--- src/orc_pkg.sv ---
package orc_pkg;

  // ****************************************
  // Sizes
  // ****************************************
  localparam int ORC_CH = 8;
  localparam int ORC_ADDR_W = 3;
  localparam int ORC_FIFO_DEPTH = 8;
  localparam int ORC_SYNC_W = 18;

  // ****************************************
  // Reset and force values
  // ****************************************
  localparam logic [7:0] ORC_LATCH_RST = 8'h00;
  localparam logic [7:0] ORC_ALL_ON = 8'hFF;
  localparam logic [7:0] ORC_ALL_OFF = 8'h00;
  localparam logic [7:0] ORC_DRIVE_LEVEL = 8'h00;
  // Idle level of the synchronised pins: chip select, set and clear high
  localparam logic [17:0] ORC_SYNC_RST = 18'h0001A;

  // ****************************************
  // Positions in the synchronised pin vector
  // ****************************************
  localparam int ORC_IX_SCLK = 0;
  localparam int ORC_IX_CS_N = 1;
  localparam int ORC_IX_DIN = 2;
  localparam int ORC_IX_SET_N = 3;
  localparam int ORC_IX_CLR_N = 4;
  localparam int ORC_IX_LEVEL = 5;
  localparam int ORC_IX_SEL = 6;
  localparam int ORC_IX_MODE = 9;
  localparam int ORC_IX_PIN = 10;

  // ****************************************
  // Types
  // ****************************************
  typedef enum logic [1:0] {
    ORC_LINK_IDLE = 2'b00,
    ORC_LINK_SEL = 2'b01,
    ORC_LINK_PUSH = 2'b11
  } orc_link_e;

  typedef struct packed {
    logic par;
    logic [2:0] addr;
    logic level;
    logic [7:0] data;
  } orc_upd_s;

endpackage : orc_pkg

--- src/orc_relay_ctrl.sv ---
// Overview of operation
// [RULE1] Eight-bit shift register, bit n drives output n+1
// [RULE2] Shift data in on rising link clock
// [RULE3] Chip select rising edge copies shift register out
// [RULE4] Data out shows last stage, falling edges
// [RULE5] Most significant bit enters and leaves first
// [RULE6] Outputs hold while shifting
// [RULE7] Deselected: ignore link, data out shows first bit
// [RULE8] Host raises select after eight bits
// [RULE9] Only last eight bits are kept
// [RULE10] Select bits binary, value n picks output n+1
// [RULE11] Level high turns on, low turns off
// [RULE12] Deselected: select and level have no effect
// [RULE13] Select rising edge updates only addressed output
// [RULE14] Address taken when select falls
// [RULE15] Set-all forces every latch and register on
// [RULE16] Clear-all forces everything off, beats set-all
// [RULE17] Outputs are open-drain sinks, on means pulled
// [RULE18] Pins synchronised, edges found on system clock
// [RULE19] Reset leaves registers and latch cleared
module orc_relay_ctrl
  import orc_pkg::*;
#(
  parameter int FIFO_DEPTH = ORC_FIFO_DEPTH
) (
  input wire logic ref_clk_in,
  input wire logic nrst_in,
  input wire logic sclk_in,
  input wire logic cs_n_in,
  input wire logic din_in,
  input wire logic set_n_in,
  input wire logic clear_n_in,
  input wire logic switch_level_in,
  input wire logic sel_bit0_in,
  input wire logic sel_bit1_in,
  input wire logic sel_bit2_in,
  input wire logic mode_parallel_in,
  input wire logic apply_en_in,
  input wire logic [7:0] relay_pin_in,
  output logic dout_out,
  output logic [7:0] relay_drive_out,
  output logic [7:0] relay_oe_out,
  output logic [7:0] relay_sense_out,
  output logic [7:0] latch_state_out,
  output logic upd_ready_out,
  output logic upd_pending_out
);

  // ****************************************
  // Pin synchronisers
  // ****************************************
  logic [ORC_SYNC_W-1:0] pins_w;
  logic [ORC_SYNC_W-1:0] sync_w;

  assign pins_w = {relay_pin_in, mode_parallel_in, sel_bit2_in, sel_bit1_in,
                   sel_bit0_in, switch_level_in, clear_n_in, set_n_in, din_in,
                   cs_n_in, sclk_in};

  orc_sync #(
    .W(ORC_SYNC_W),
    .RST(ORC_SYNC_RST)
  ) u_sync (
    .ref_clk_in(ref_clk_in),
    .nrst_in(nrst_in),
    .async_in(pins_w),
    .sync_out(sync_w)
  ); // [RULE18]

  wire sclk_w = sync_w[ORC_IX_SCLK];
  wire cs_n_w = sync_w[ORC_IX_CS_N];
  wire din_w = sync_w[ORC_IX_DIN];
  wire set_n_w = sync_w[ORC_IX_SET_N];
  wire clr_n_w = sync_w[ORC_IX_CLR_N];
  wire level_w = sync_w[ORC_IX_LEVEL];
  wire [ORC_ADDR_W-1:0] sel_w = sync_w[ORC_IX_SEL +: ORC_ADDR_W];
  wire par_w = sync_w[ORC_IX_MODE];
  wire [7:0] pin_w = sync_w[ORC_IX_PIN +: ORC_CH];

  // ****************************************
  // Edge detection
  // ****************************************
  // The link clock must be several times slower than the system
  // clock, or edges are missed
  logic sclk_prev_q;
  logic cs_n_prev_q;

  always_ff @(posedge ref_clk_in)
  begin
    if (!nrst_in)
    begin
      sclk_prev_q <= 1'b0;
      cs_n_prev_q <= 1'b1;
    end
    else
    begin
      sclk_prev_q <= sclk_w;
      cs_n_prev_q <= cs_n_w;
    end
  end

  wire sclk_rise_w = sclk_w && !sclk_prev_q; // [RULE18]
  wire sclk_fall_w = !sclk_w && sclk_prev_q; // [RULE18]
  wire cs_rise_w = cs_n_w && !cs_n_prev_q; // [RULE18]
  wire cs_fall_w = !cs_n_w && cs_n_prev_q; // [RULE18]
  wire selected_w = !cs_n_w && !cs_n_prev_q;

  // ****************************************
  // Global set and clear
  // ****************************************
  wire force_clr_w = !clr_n_w; // [RULE16]
  wire force_set_w = !set_n_w && clr_n_w; // [RULE15] [RULE16]
  wire force_w = force_clr_w || force_set_w;

  // ****************************************
  // Serial shift register
  // ****************************************
  logic [7:0] shift_q;
  logic [7:0] shift_d;
  logic dout_q;
  logic dout_d;

  // Shifting only while selected; a deselected link is ignored
  wire shift_en_w = selected_w && sclk_rise_w && !par_w; // [RULE2] [RULE7]

  always_comb
  begin
    shift_d = shift_q;
    if (force_clr_w)
      shift_d = ORC_ALL_OFF; // [RULE16]
    else if (force_set_w)
      shift_d = ORC_ALL_ON; // [RULE15]
    else if (shift_en_w)
      shift_d = {shift_q[6:0], din_w}; // [RULE1] [RULE5] [RULE9]
  end

  // Data out follows the last stage on falling edges, and again at
  // deselection so that the first bit in is what stays visible
  always_comb
  begin
    dout_d = dout_q;
    if (force_clr_w)
      dout_d = 1'b0; // [RULE16]
    else if (force_set_w)
      dout_d = 1'b1; // [RULE15]
    else if (selected_w && sclk_fall_w && !par_w)
      dout_d = shift_q[7]; // [RULE4] [RULE5]
    else if (cs_rise_w && !par_w)
      dout_d = shift_q[7]; // [RULE7]
  end

  always_ff @(posedge ref_clk_in)
  begin
    if (!nrst_in)
    begin
      shift_q <= ORC_LATCH_RST; // [RULE19]
      dout_q <= 1'b0;
    end
    else
    begin
      shift_q <= shift_d;
      dout_q <= dout_d;
    end
  end

  // ****************************************
  // Parallel address capture
  // ****************************************
  // Address is frozen when select falls; later changes are ignored
  logic [ORC_ADDR_W-1:0] addr_q;

  always_ff @(posedge ref_clk_in)
  begin
    if (!nrst_in)
      addr_q <= '0;
    else if (cs_fall_w)
      addr_q <= sel_w; // [RULE14]
  end

  // ****************************************
  // Link state machine
  // ****************************************
  orc_link_e state_q;
  orc_link_e state_d;
  orc_upd_s upd_q;
  orc_upd_s upd_d;
  orc_upd_s head_w;
  logic fifo_wr_ready_w;
  logic fifo_rd_valid_w;

  // A new deselect edge arriving while a word still waits for room
  // is lost; the ready output lets the host pace itself
  wire push_w = (state_q == ORC_LINK_PUSH);
  wire push_done_w = push_w && fifo_wr_ready_w;

  always_comb
  begin
    upd_d = upd_q;
    if (cs_rise_w && !push_w)
    begin
      upd_d.par = par_w;
      upd_d.addr = addr_q; // [RULE13] [RULE14]
      upd_d.level = level_w; // [RULE11]
      upd_d.data = shift_q; // [RULE3] [RULE9]
    end
  end

  always_comb
  begin
    state_d = state_q;
    case (state_q)
      ORC_LINK_IDLE:
      begin
        if (cs_fall_w)
          state_d = ORC_LINK_SEL;
      end
      ORC_LINK_SEL:
      begin
        if (cs_rise_w)
          state_d = ORC_LINK_PUSH; // [RULE3] [RULE13]
      end
      ORC_LINK_PUSH:
      begin
        if (push_done_w)
          state_d = cs_n_w ? ORC_LINK_IDLE : ORC_LINK_SEL;
      end
      default:
        state_d = ORC_LINK_IDLE;
    endcase
    // Set and clear abandon any word in flight
    if (force_w)
      state_d = cs_n_w ? ORC_LINK_IDLE : ORC_LINK_SEL;
  end

  always_ff @(posedge ref_clk_in)
  begin
    if (!nrst_in)
    begin
      state_q <= ORC_LINK_IDLE;
      upd_q <= '0;
    end
    else
    begin
      state_q <= state_d;
      upd_q <= upd_d;
    end
  end

  // ****************************************
  // Update queue
  // ****************************************
  logic [$bits(orc_upd_s)-1:0] head_bits_w;
  // Set and clear flush the queue: queued work is traded for a clean restart
  wire fifo_wr_w = push_w && !force_w;
  wire fifo_rd_w = apply_en_in && !force_w;
  wire pop_w = fifo_rd_valid_w && fifo_rd_w;

  orc_fifo #(
    .WIDTH($bits(orc_upd_s)),
    .DEPTH(FIFO_DEPTH)
  ) u_fifo (
    .ref_clk_in(ref_clk_in),
    .nrst_in(nrst_in),
    .flush_in(force_w),
    .wr_valid_in(fifo_wr_w),
    .wr_ready_out(fifo_wr_ready_w),
    .wr_data_in(upd_q),
    .rd_valid_out(fifo_rd_valid_w),
    .rd_ready_in(fifo_rd_w),
    .rd_data_out(head_bits_w)
  );

  assign head_w = orc_upd_s'(head_bits_w);

  // ****************************************
  // Output latch
  // ****************************************
  // Latch only moves on a queued update or on set and clear; shifting never writes it, though a queued update can pop mid-shift
  logic [7:0] latch_q;
  logic [7:0] latch_d;
  logic [7:0] onehot_w;

  assign onehot_w = 8'h01 << head_w.addr; // [RULE10]

  always_comb
  begin
    latch_d = latch_q; // [RULE6] [RULE12]
    if (force_clr_w)
      latch_d = ORC_ALL_OFF; // [RULE16]
    else if (force_set_w)
      latch_d = ORC_ALL_ON; // [RULE15]
    else if (pop_w && head_w.par)
    begin
      if (head_w.level)
        latch_d = latch_q | onehot_w; // [RULE11] [RULE13]
      else
        latch_d = latch_q & ~onehot_w; // [RULE11] [RULE13]
    end
    else if (pop_w)
      latch_d = head_w.data; // [RULE1] [RULE3]
  end

  always_ff @(posedge ref_clk_in)
  begin
    if (!nrst_in)
      latch_q <= ORC_LATCH_RST; // [RULE19]
    else
      latch_q <= latch_d;
  end

  // ****************************************
  // Output registers
  // ****************************************
  // Enable is registered from the next latch value, so the two agree
  // Drive stays low: an off channel is released, never pushed high
  // Sense lags the pins by the synchroniser depth plus the output register
  // Ready drops while a word waits for room, so a paced host loses nothing
  wire ready_w = fifo_wr_ready_w && !push_w;
  wire pending_w = fifo_rd_valid_w || push_w;

  always_ff @(posedge ref_clk_in)
  begin
    if (!nrst_in)
    begin
      relay_drive_out <= ORC_DRIVE_LEVEL;
      relay_oe_out <= ORC_LATCH_RST; // [RULE19]
      relay_sense_out <= '0;
      latch_state_out <= ORC_LATCH_RST;
      dout_out <= 1'b0;
      upd_ready_out <= 1'b0;
      upd_pending_out <= 1'b0;
    end
    else
    begin
      relay_drive_out <= ORC_DRIVE_LEVEL; // [RULE17]
      relay_oe_out <= latch_d; // [RULE17]
      relay_sense_out <= pin_w;
      latch_state_out <= latch_d;
      dout_out <= dout_d; // [RULE4]
      upd_ready_out <= ready_w;
      upd_pending_out <= pending_w;
    end
  end

endmodule : orc_relay_ctrl

--- src/orc_sync.sv ---
module orc_sync #(
  parameter int W = 1,
  parameter logic [W-1:0] RST = '0
) (
  input wire logic ref_clk_in,
  input wire logic nrst_in,
  input wire logic [W-1:0] async_in,
  output logic [W-1:0] sync_out
);

  // ****************************************
  // Two-stage synchroniser per bit
  // ****************************************
  // Stage one feeds stage two only, to keep metastability contained
  genvar i;
  generate
    for (i = 0; i < W; i++)
    begin : g_bit
      logic meta_q;
      always_ff @(posedge ref_clk_in)
      begin
        if (!nrst_in)
        begin
          meta_q <= RST[i];
          sync_out[i] <= RST[i];
        end
        else
        begin
          meta_q <= async_in[i];
          sync_out[i] <= meta_q;
        end
      end
    end
  endgenerate

endmodule : orc_sync

--- src/orc_fifo.sv ---
module orc_fifo #(
  parameter int WIDTH = 13,
  parameter int DEPTH = 8
) (
  input wire logic ref_clk_in,
  input wire logic nrst_in,
  input wire logic flush_in,
  input wire logic wr_valid_in,
  output logic wr_ready_out,
  input wire logic [WIDTH-1:0] wr_data_in,
  output logic rd_valid_out,
  input wire logic rd_ready_in,
  output logic [WIDTH-1:0] rd_data_out
);

  localparam int AW = (DEPTH > 1) ? $clog2(DEPTH) : 1;
  localparam int CW = $clog2(DEPTH + 1);

  // ****************************************
  // Storage and pointers
  // ****************************************
  logic [WIDTH-1:0] mem_q [DEPTH];
  logic [AW-1:0] wr_ptr_q;
  logic [AW-1:0] rd_ptr_q;
  logic [CW-1:0] count_q;

  wire full_w = (count_q == CW'(DEPTH));
  wire empty_w = (count_q == '0);
  wire push_w = wr_valid_in && !full_w;
  wire pop_w = rd_ready_in && !empty_w;
  wire [AW-1:0] wr_nxt_w = (wr_ptr_q == AW'(DEPTH - 1)) ? '0 : wr_ptr_q + 1'b1;
  wire [AW-1:0] rd_nxt_w = (rd_ptr_q == AW'(DEPTH - 1)) ? '0 : rd_ptr_q + 1'b1;

  assign wr_ready_out = !full_w;
  assign rd_valid_out = !empty_w;
  assign rd_data_out = mem_q[rd_ptr_q];

  always_ff @(posedge ref_clk_in)
  begin
    if (push_w)
      mem_q[wr_ptr_q] <= wr_data_in;
  end

  // Flush drops every pending entry in one cycle
  always_ff @(posedge ref_clk_in)
  begin
    if (!nrst_in || flush_in)
    begin
      wr_ptr_q <= '0;
      rd_ptr_q <= '0;
      count_q <= '0;
    end
    else
    begin
      if (push_w)
        wr_ptr_q <= wr_nxt_w;
      if (pop_w)
        rd_ptr_q <= rd_nxt_w;
      if (push_w && !pop_w)
        count_q <= count_q + 1'b1;
      else if (pop_w && !push_w)
        count_q <= count_q - 1'b1;
    end
  end

endmodule : orc_fifo

--- config.mk ---
export PLATFORM = sky130hd
export DESIGN_NAME = orc_relay_ctrl
export DESIGN_NICKNAME = d
export VERILOG_FILES = /design/src/orc_pkg.sv /design/src/orc_relay_ctrl.sv /design/src/orc_sync.sv /design/src/orc_fifo.sv
export SDC_FILE = /design/constraint.sdc
export NUM_CORES = 1
export LEC_CHECK = 0
export BUFFER_PORTS_ARGS = -buffer_cell sky130_fd_sc_hd__buf_4
export CORE_MARGIN = 2
export CORE_UTILIZATION = 40
export DETAILED_ROUTE_END_ITERATION = 16
export PLACE_DENSITY = 0.66
export SKIP_CTS_REPAIR_TIMING = 1
export SYNTH_ARGS = -nofsm -noshare
export SYNTH_HDL_FRONTEND = slang
export SYNTH_SLANG_ARGS = --single-unit
--- constraint.sdc ---
create_clock -name ref_clk_in -period 2.62 [get_ports ref_clk_in]
set_input_delay 0.262 -clock ref_clk_in [delete_from_list [all_inputs] [get_ports ref_clk_in]]
set_output_delay 0.262 -clock ref_clk_in [all_outputs]
set_load 0.01 [all_outputs]
**Yosys cells after proc, flatten, opt, wreduce, memory -nomap -nowiden**

Memories as Yosys holds them, arrays and structs flattened. A register that Yosys moved wholly into a read port is not among the register bits.
Cells that the tools add are included.

- Flip-flop bits (word level): 93
- Memories: 1
- Logic and storage cells: 139
- Output and inout port bits: 35
- RAM bits: 104

- Bitwise gates (word level): 3
- Equal/unequal tests: 8
- Reductions and logical operators: 46
- Shifts and indexed selects: 1
- Muxes and demuxes: 23
- Add/sub/neg operators: 4

Memory list:

| name | words | bits a word | read ports | clocked after memory_dff | write ports | RTL line | source |
|---|---|---|---|---|---|---|---|
| u_fifo.mem_q | 8 | 13 | 1 | 1 | 1 | orc_fifo.sv:22 | `logic [WIDTH-1:0] mem_q [DEPTH];` |

Operators with widths:

| operator | number |
|---|---|
| 8-bit 2-to-1 mux | 6 |
| 1-bit logical AND | 21 |
| 1-bit zero test | 14 |
| 3-bit 2-to-1 mux | 4 |
| 8-bit bitwise AND | 1 |
| 2-bit 2-to-1 mux | 4 |
| 4-bit 2-to-1 mux | 2 |
| 8-bit inverter | 1 |
| 8-bit bitwise OR | 1 |
| 1-bit by 3-bit << shifter with 8-bit output (first input constant) | 1 |
| 3-bit by 1-bit adder with 3-bit output (second input constant) | 2 |
| 3-bit equality test (second input constant) | 2 |
| 1-bit 2-to-1 mux | 6 |
| 3-bit inequality test (second input constant) | 2 |
| 2-bit one-hot mux with 3 select lines | 1 |
| 3-bit nonzero test | 2 |
| 4-bit by 1-bit adder with 4-bit output (second input constant) | 1 |
| 4-bit equality test (second input constant) | 1 |
| 4-bit zero test | 1 |
| 2-bit nonzero test | 2 |
| 4-bit by 1-bit subtractor with 4-bit output (second input constant) | 1 |
| 1-bit logical OR | 3 |
| 3-bit by 2-bit inequality test with 1-bit output (second input constant) | 1 |
| 3-bit AND reduction | 1 |
| other kinds (4) | 4 |

**Depth between registers and ports, before layout**

- Depth after elaboration: 10
- Depth in mapped cells: 12
- Mapped depth without buffers: 12

**Cells and area by module**

From an unflattened synthesis, not the netlist that was laid out.

- Cell total of the unflattened synthesis: 539
- Area total of the unflattened synthesis: 7770.0 sq um

By module, submodules not included:

| module | area each (sq um) | cells each | seq. area each (sq um) | instances |
|---|---|---|---|---|
| orc_fifo | 4654.5 | 227 | 3383.2 | 1 |
| orc_relay_ctrl | 2142.1 | 237 | 940.9 | 1 |
| orc_sync | 973.4 | 75 | 720.7 | 1 |

**Least setup slack after synthesis**

OpenSTA, ideal clock, no wires.

- Path type: reg-to-reg
- Start point: register u_fifo.count_q[0]
- End point: register u_fifo.count_q[3]
- Arrival time: 2.419 ns
- Stages on the path, launching flop included: 12
- Slack: 0.130 ns
- Path through: dfxtp_1 > o41ai_2 > nor2_1 > inv_2 > ha_1 > inv_1 > ha_1 > a21o_1 > a21oi_1 > xnor2_1 > or3_1 > a21oi_1

- Cells in the longest elaborated chain, start to end: 6
- Elaborated cells between the ends (all ways): 15
- Those cells by class: add/sub (2); eq/ne (1); mux (2); reduce/logical (10)

RTL lines:

| what | RTL line | source |
|---|---|---|
| from (decl) | orc_fifo.sv:25 | `logic [CW-1:0] count_q;` |
| from (signal assigned) | orc_fifo.sv:60 | `count_q <= count_q + 1'b1;` |
| from (signal assigned) | orc_fifo.sv:62 | `count_q <= count_q - 1'b1;` |
| parallel branches: the longest is 6 deep, another holds 4-bit by 1-bit subtractor with 4-bit output | -- |  |

Parallel ways; which one is timed is not known. The select of a mux whose other input is x is not followed.
A chain may end at the register's enable or synchronous reset.

**Worst setup path in the final report**

- Start point: register u_fifo.count_q[3]
- End point: register u_fifo.count_q[3]

The elaborated chain is that of the path after synthesis.

==> flow_summary.toml <==
[synthesis]
async_flop_share = 0
synth_area_sq_um = 7500
ys_ff_latch = 200
ys_seq_area_frac = 0.673
syn_area_per_cell_sq_um = 14.6
synthCells = 514
synth_edf_count = 104
synth_cell_types = 44
yosysWarnings = 0
synthFlopType = "edfxtp_1"

[final_layout]
drive_above_1_share = 0.240
diodes = 0
nNetsFinal = 604
fillers = 1612
multi_input_area_sq_um = 2270
finish.instance_area_sq_um = 8780
syn_to_final_growth_pct = 17.1
final_common_cell = "edfxtp_1"
seq_area_sq_um = 5050
layout_common_cells = "104 x edfxtp_1, 93 x dfxtp_1, 68 x buf_4, 41 x mux2i_1, 40 x and2_1"
fin_cells = 822

[floorplanning]
die_h_um = 141
placementRows = 50
fp.dieW_um = 141
io_pins = 56
coreArea_sq_um = 18500
die_area_sq_um = 19900
initial_utilization = 0.405

[routing]
drtIter0Drc = 308
via_per_inst = 5.11
final_antenna_net_count = 0
num_vias = 4204
wl_per_cell_um = 17.0
drtPass1Iterations = 5
drc_errors = 0
routed_wl_um = 13900

[global_routing]
grt-ovfl-total = 0
grt_pass1_wl_um = 22300
grt_pass1_vias = 4316
grtUsageTotal = 0.148
antenna_found_initial = 0
grt_max_degree = 50

[clock_tree]
clock_latency_ns = 0.43
clk_path_buf_depth = 2
htreeDepth = 4
cts_buffers = 17
cts_sinks = 200
root_buffer = "clkbuf_16"
cts.clk_slew.worst_paths_ns = 0.07
tritoncts = "done"

[sta]
setup_viol = 0
max_slew_margin = 0.475
slew_viol_final = 0
max_freq_mhz = 402
tns_ns = 0
max_slew.worst_pin.slew_ns = 0.785
hold_slack_ns = 0.0271
min_period_ns = 2.49
post-route-period-util = 0.949
hold_viol = 0
clock_skew_ns = 0.0126

[worst_setup_path]
path_class = "flop to flop"
critPathCaptureType = "flop"
r2r_cells = 11
cp.required_ns = 2.98
startpoint_type = "flop"
r2r_setup_slack_ns = 0.13
worstSetupEndpoint = "u_fifo.count_q[3]"
rr_endpoint = "u_fifo.count_q[3]"
critPathLaunch = "u_fifo.count_q[3]"
cp_max_fo = 3
rr_startpoint = "u_fifo.count_q[3]"
worstPathArrival_ns = 2.84

[power_and_ir_drop]
p_leak_nw = 3.28
ir_worst_vdd_uv = 473
p_per_area_nw_per_um2 = 714

[place]
hpwl_um = 9080
placed_cells = 787
place.gp.congestion = 0.820
dpl_cell_area_sq_um = 8120
io_buffer_count = 47

[run]
drv_cap = 0

[min_path]
hp-class = "primary input to flop"
hp-start = "clear_n_in"

[status]
status = "finished clean"
-- critical path: stages (launching register included) --
cell     delay, ns
dfxtp_1       0.33
o41ai_2       0.42
nor2_1        0.13
inv_2         0.10
ha_2          0.20
inv_2         0.06
ha_1          0.29
a21o_1        0.19
a21oi_2       0.14
xnor2_1       0.09
or3_1         0.33
a21oi_2       0.14
-- power breakdown --
part,switching (mW),total [mW],internal (mW)
Combinational,0.124,0.251,0.127
Sequential,0.0383,3.35,3.32
Clock,1.11,2.66,1.55
Total,1.27,6.27,5.00
-- cell usage after synthesis, drive strengths merged (9+ instances only) --
cell    number  area share
a21oi       18       0.012
and2        40       0.033
buf         25       0.023
clkbuf      10      0.0050
dfxtp       96        0.26
edfxtp     104        0.42
mux2i       42       0.058
mux4        24       0.072
nand2       19      0.0095
nand2b      10      0.0083
nor2        36       0.019
nor3        19       0.013
nor4         9      0.0075
-- metrics by stage --
stage | total power, mW | util | setup slack, ns
after floorplan | 3.58 | - | 0.130
after global placement | 3.66 | 0.438 | 0.193
after detailed placement | 3.67 | 0.438 | 0.0353
after CTS | 6.33 | 0.472 | 0.0188
after global routing | 6.48 | 0.474 | -0.00874
final | 6.27 | 0.474 | 0.134
-- metal layers --
layer  part of all wire  vias up  track usage
met1               0.44     2085        0.182
met3              0.050       19       0.0428
met2               0.49      108        0.251
li1                   -     1992            -
met5                  0        -            0
met4              0.016        0       0.0526
-- state kept, by name, indices dropped and copies added, names as in the netlist, named ones only --
signal,count
u_fifo.rd_ptr_q,3
cs_n_prev_q,1
upd_q,13
u_fifo.wr_ptr_q,3
sclk_prev_q,1
relay_sense_out,8
latch_state_out,8
u_fifo.mem_q,104
u_sync.g_bit.meta_q,18
u_sync.sync_out,18
shift_q,8
upd_pending_out,1
u_fifo.count_q,4
upd_ready_out,1
dout_out,1
addr_q,3
state_q,2
-- worst min-delay path by stage --
stage	endpoint	slack, ns	depth (start not counted)
finish	u_sync.g_bit[4].meta_q	0.03	2
global route	u_sync.g_bit[17].meta_q	0.02	2
CTS	u_sync.g_bit[1].meta_q	-0.002	2
detailed placement	u_sync.sync_out[1]	0.40	1
global placement	u_sync.sync_out[1]	0.40	1
floorplan	u_sync.g_bit[1].meta_q	0.36	1
-- cells by family (layout without fill, tap and decap cells) --
| group | count (synthesis) | in the layout | synth area share |
|---|---|---|---|
| AOI/OAI and AO/OA | 48 | 48 | 0.0432 |
| buffers and inverters | 41 | 108 | 0.0310 |
| DFF | 200 | 200 | 0.673 |
| other | 1 | 8 | 0.000500 |
| muxes | 69 | 69 | 0.135 |
| adders and majority gates | 8 | 8 | 0.0144 |
| xor gates and xnor gates | 3 | 3 | 0.00351 |
| and+or+nand+nor | 144 | 144 | 0.0996 |
-- area by class of cell --
cell class	instances	share of cell area
clock buffers	22	0.0590
well taps	234	0.0333
repair buffers	70	0.0604
flip-flops and latches	200	0.575
clock inverters	10	0.0117
inverters	6	0.00256
multi-input cells	280	0.258
(Power assumes the default switching activity.)
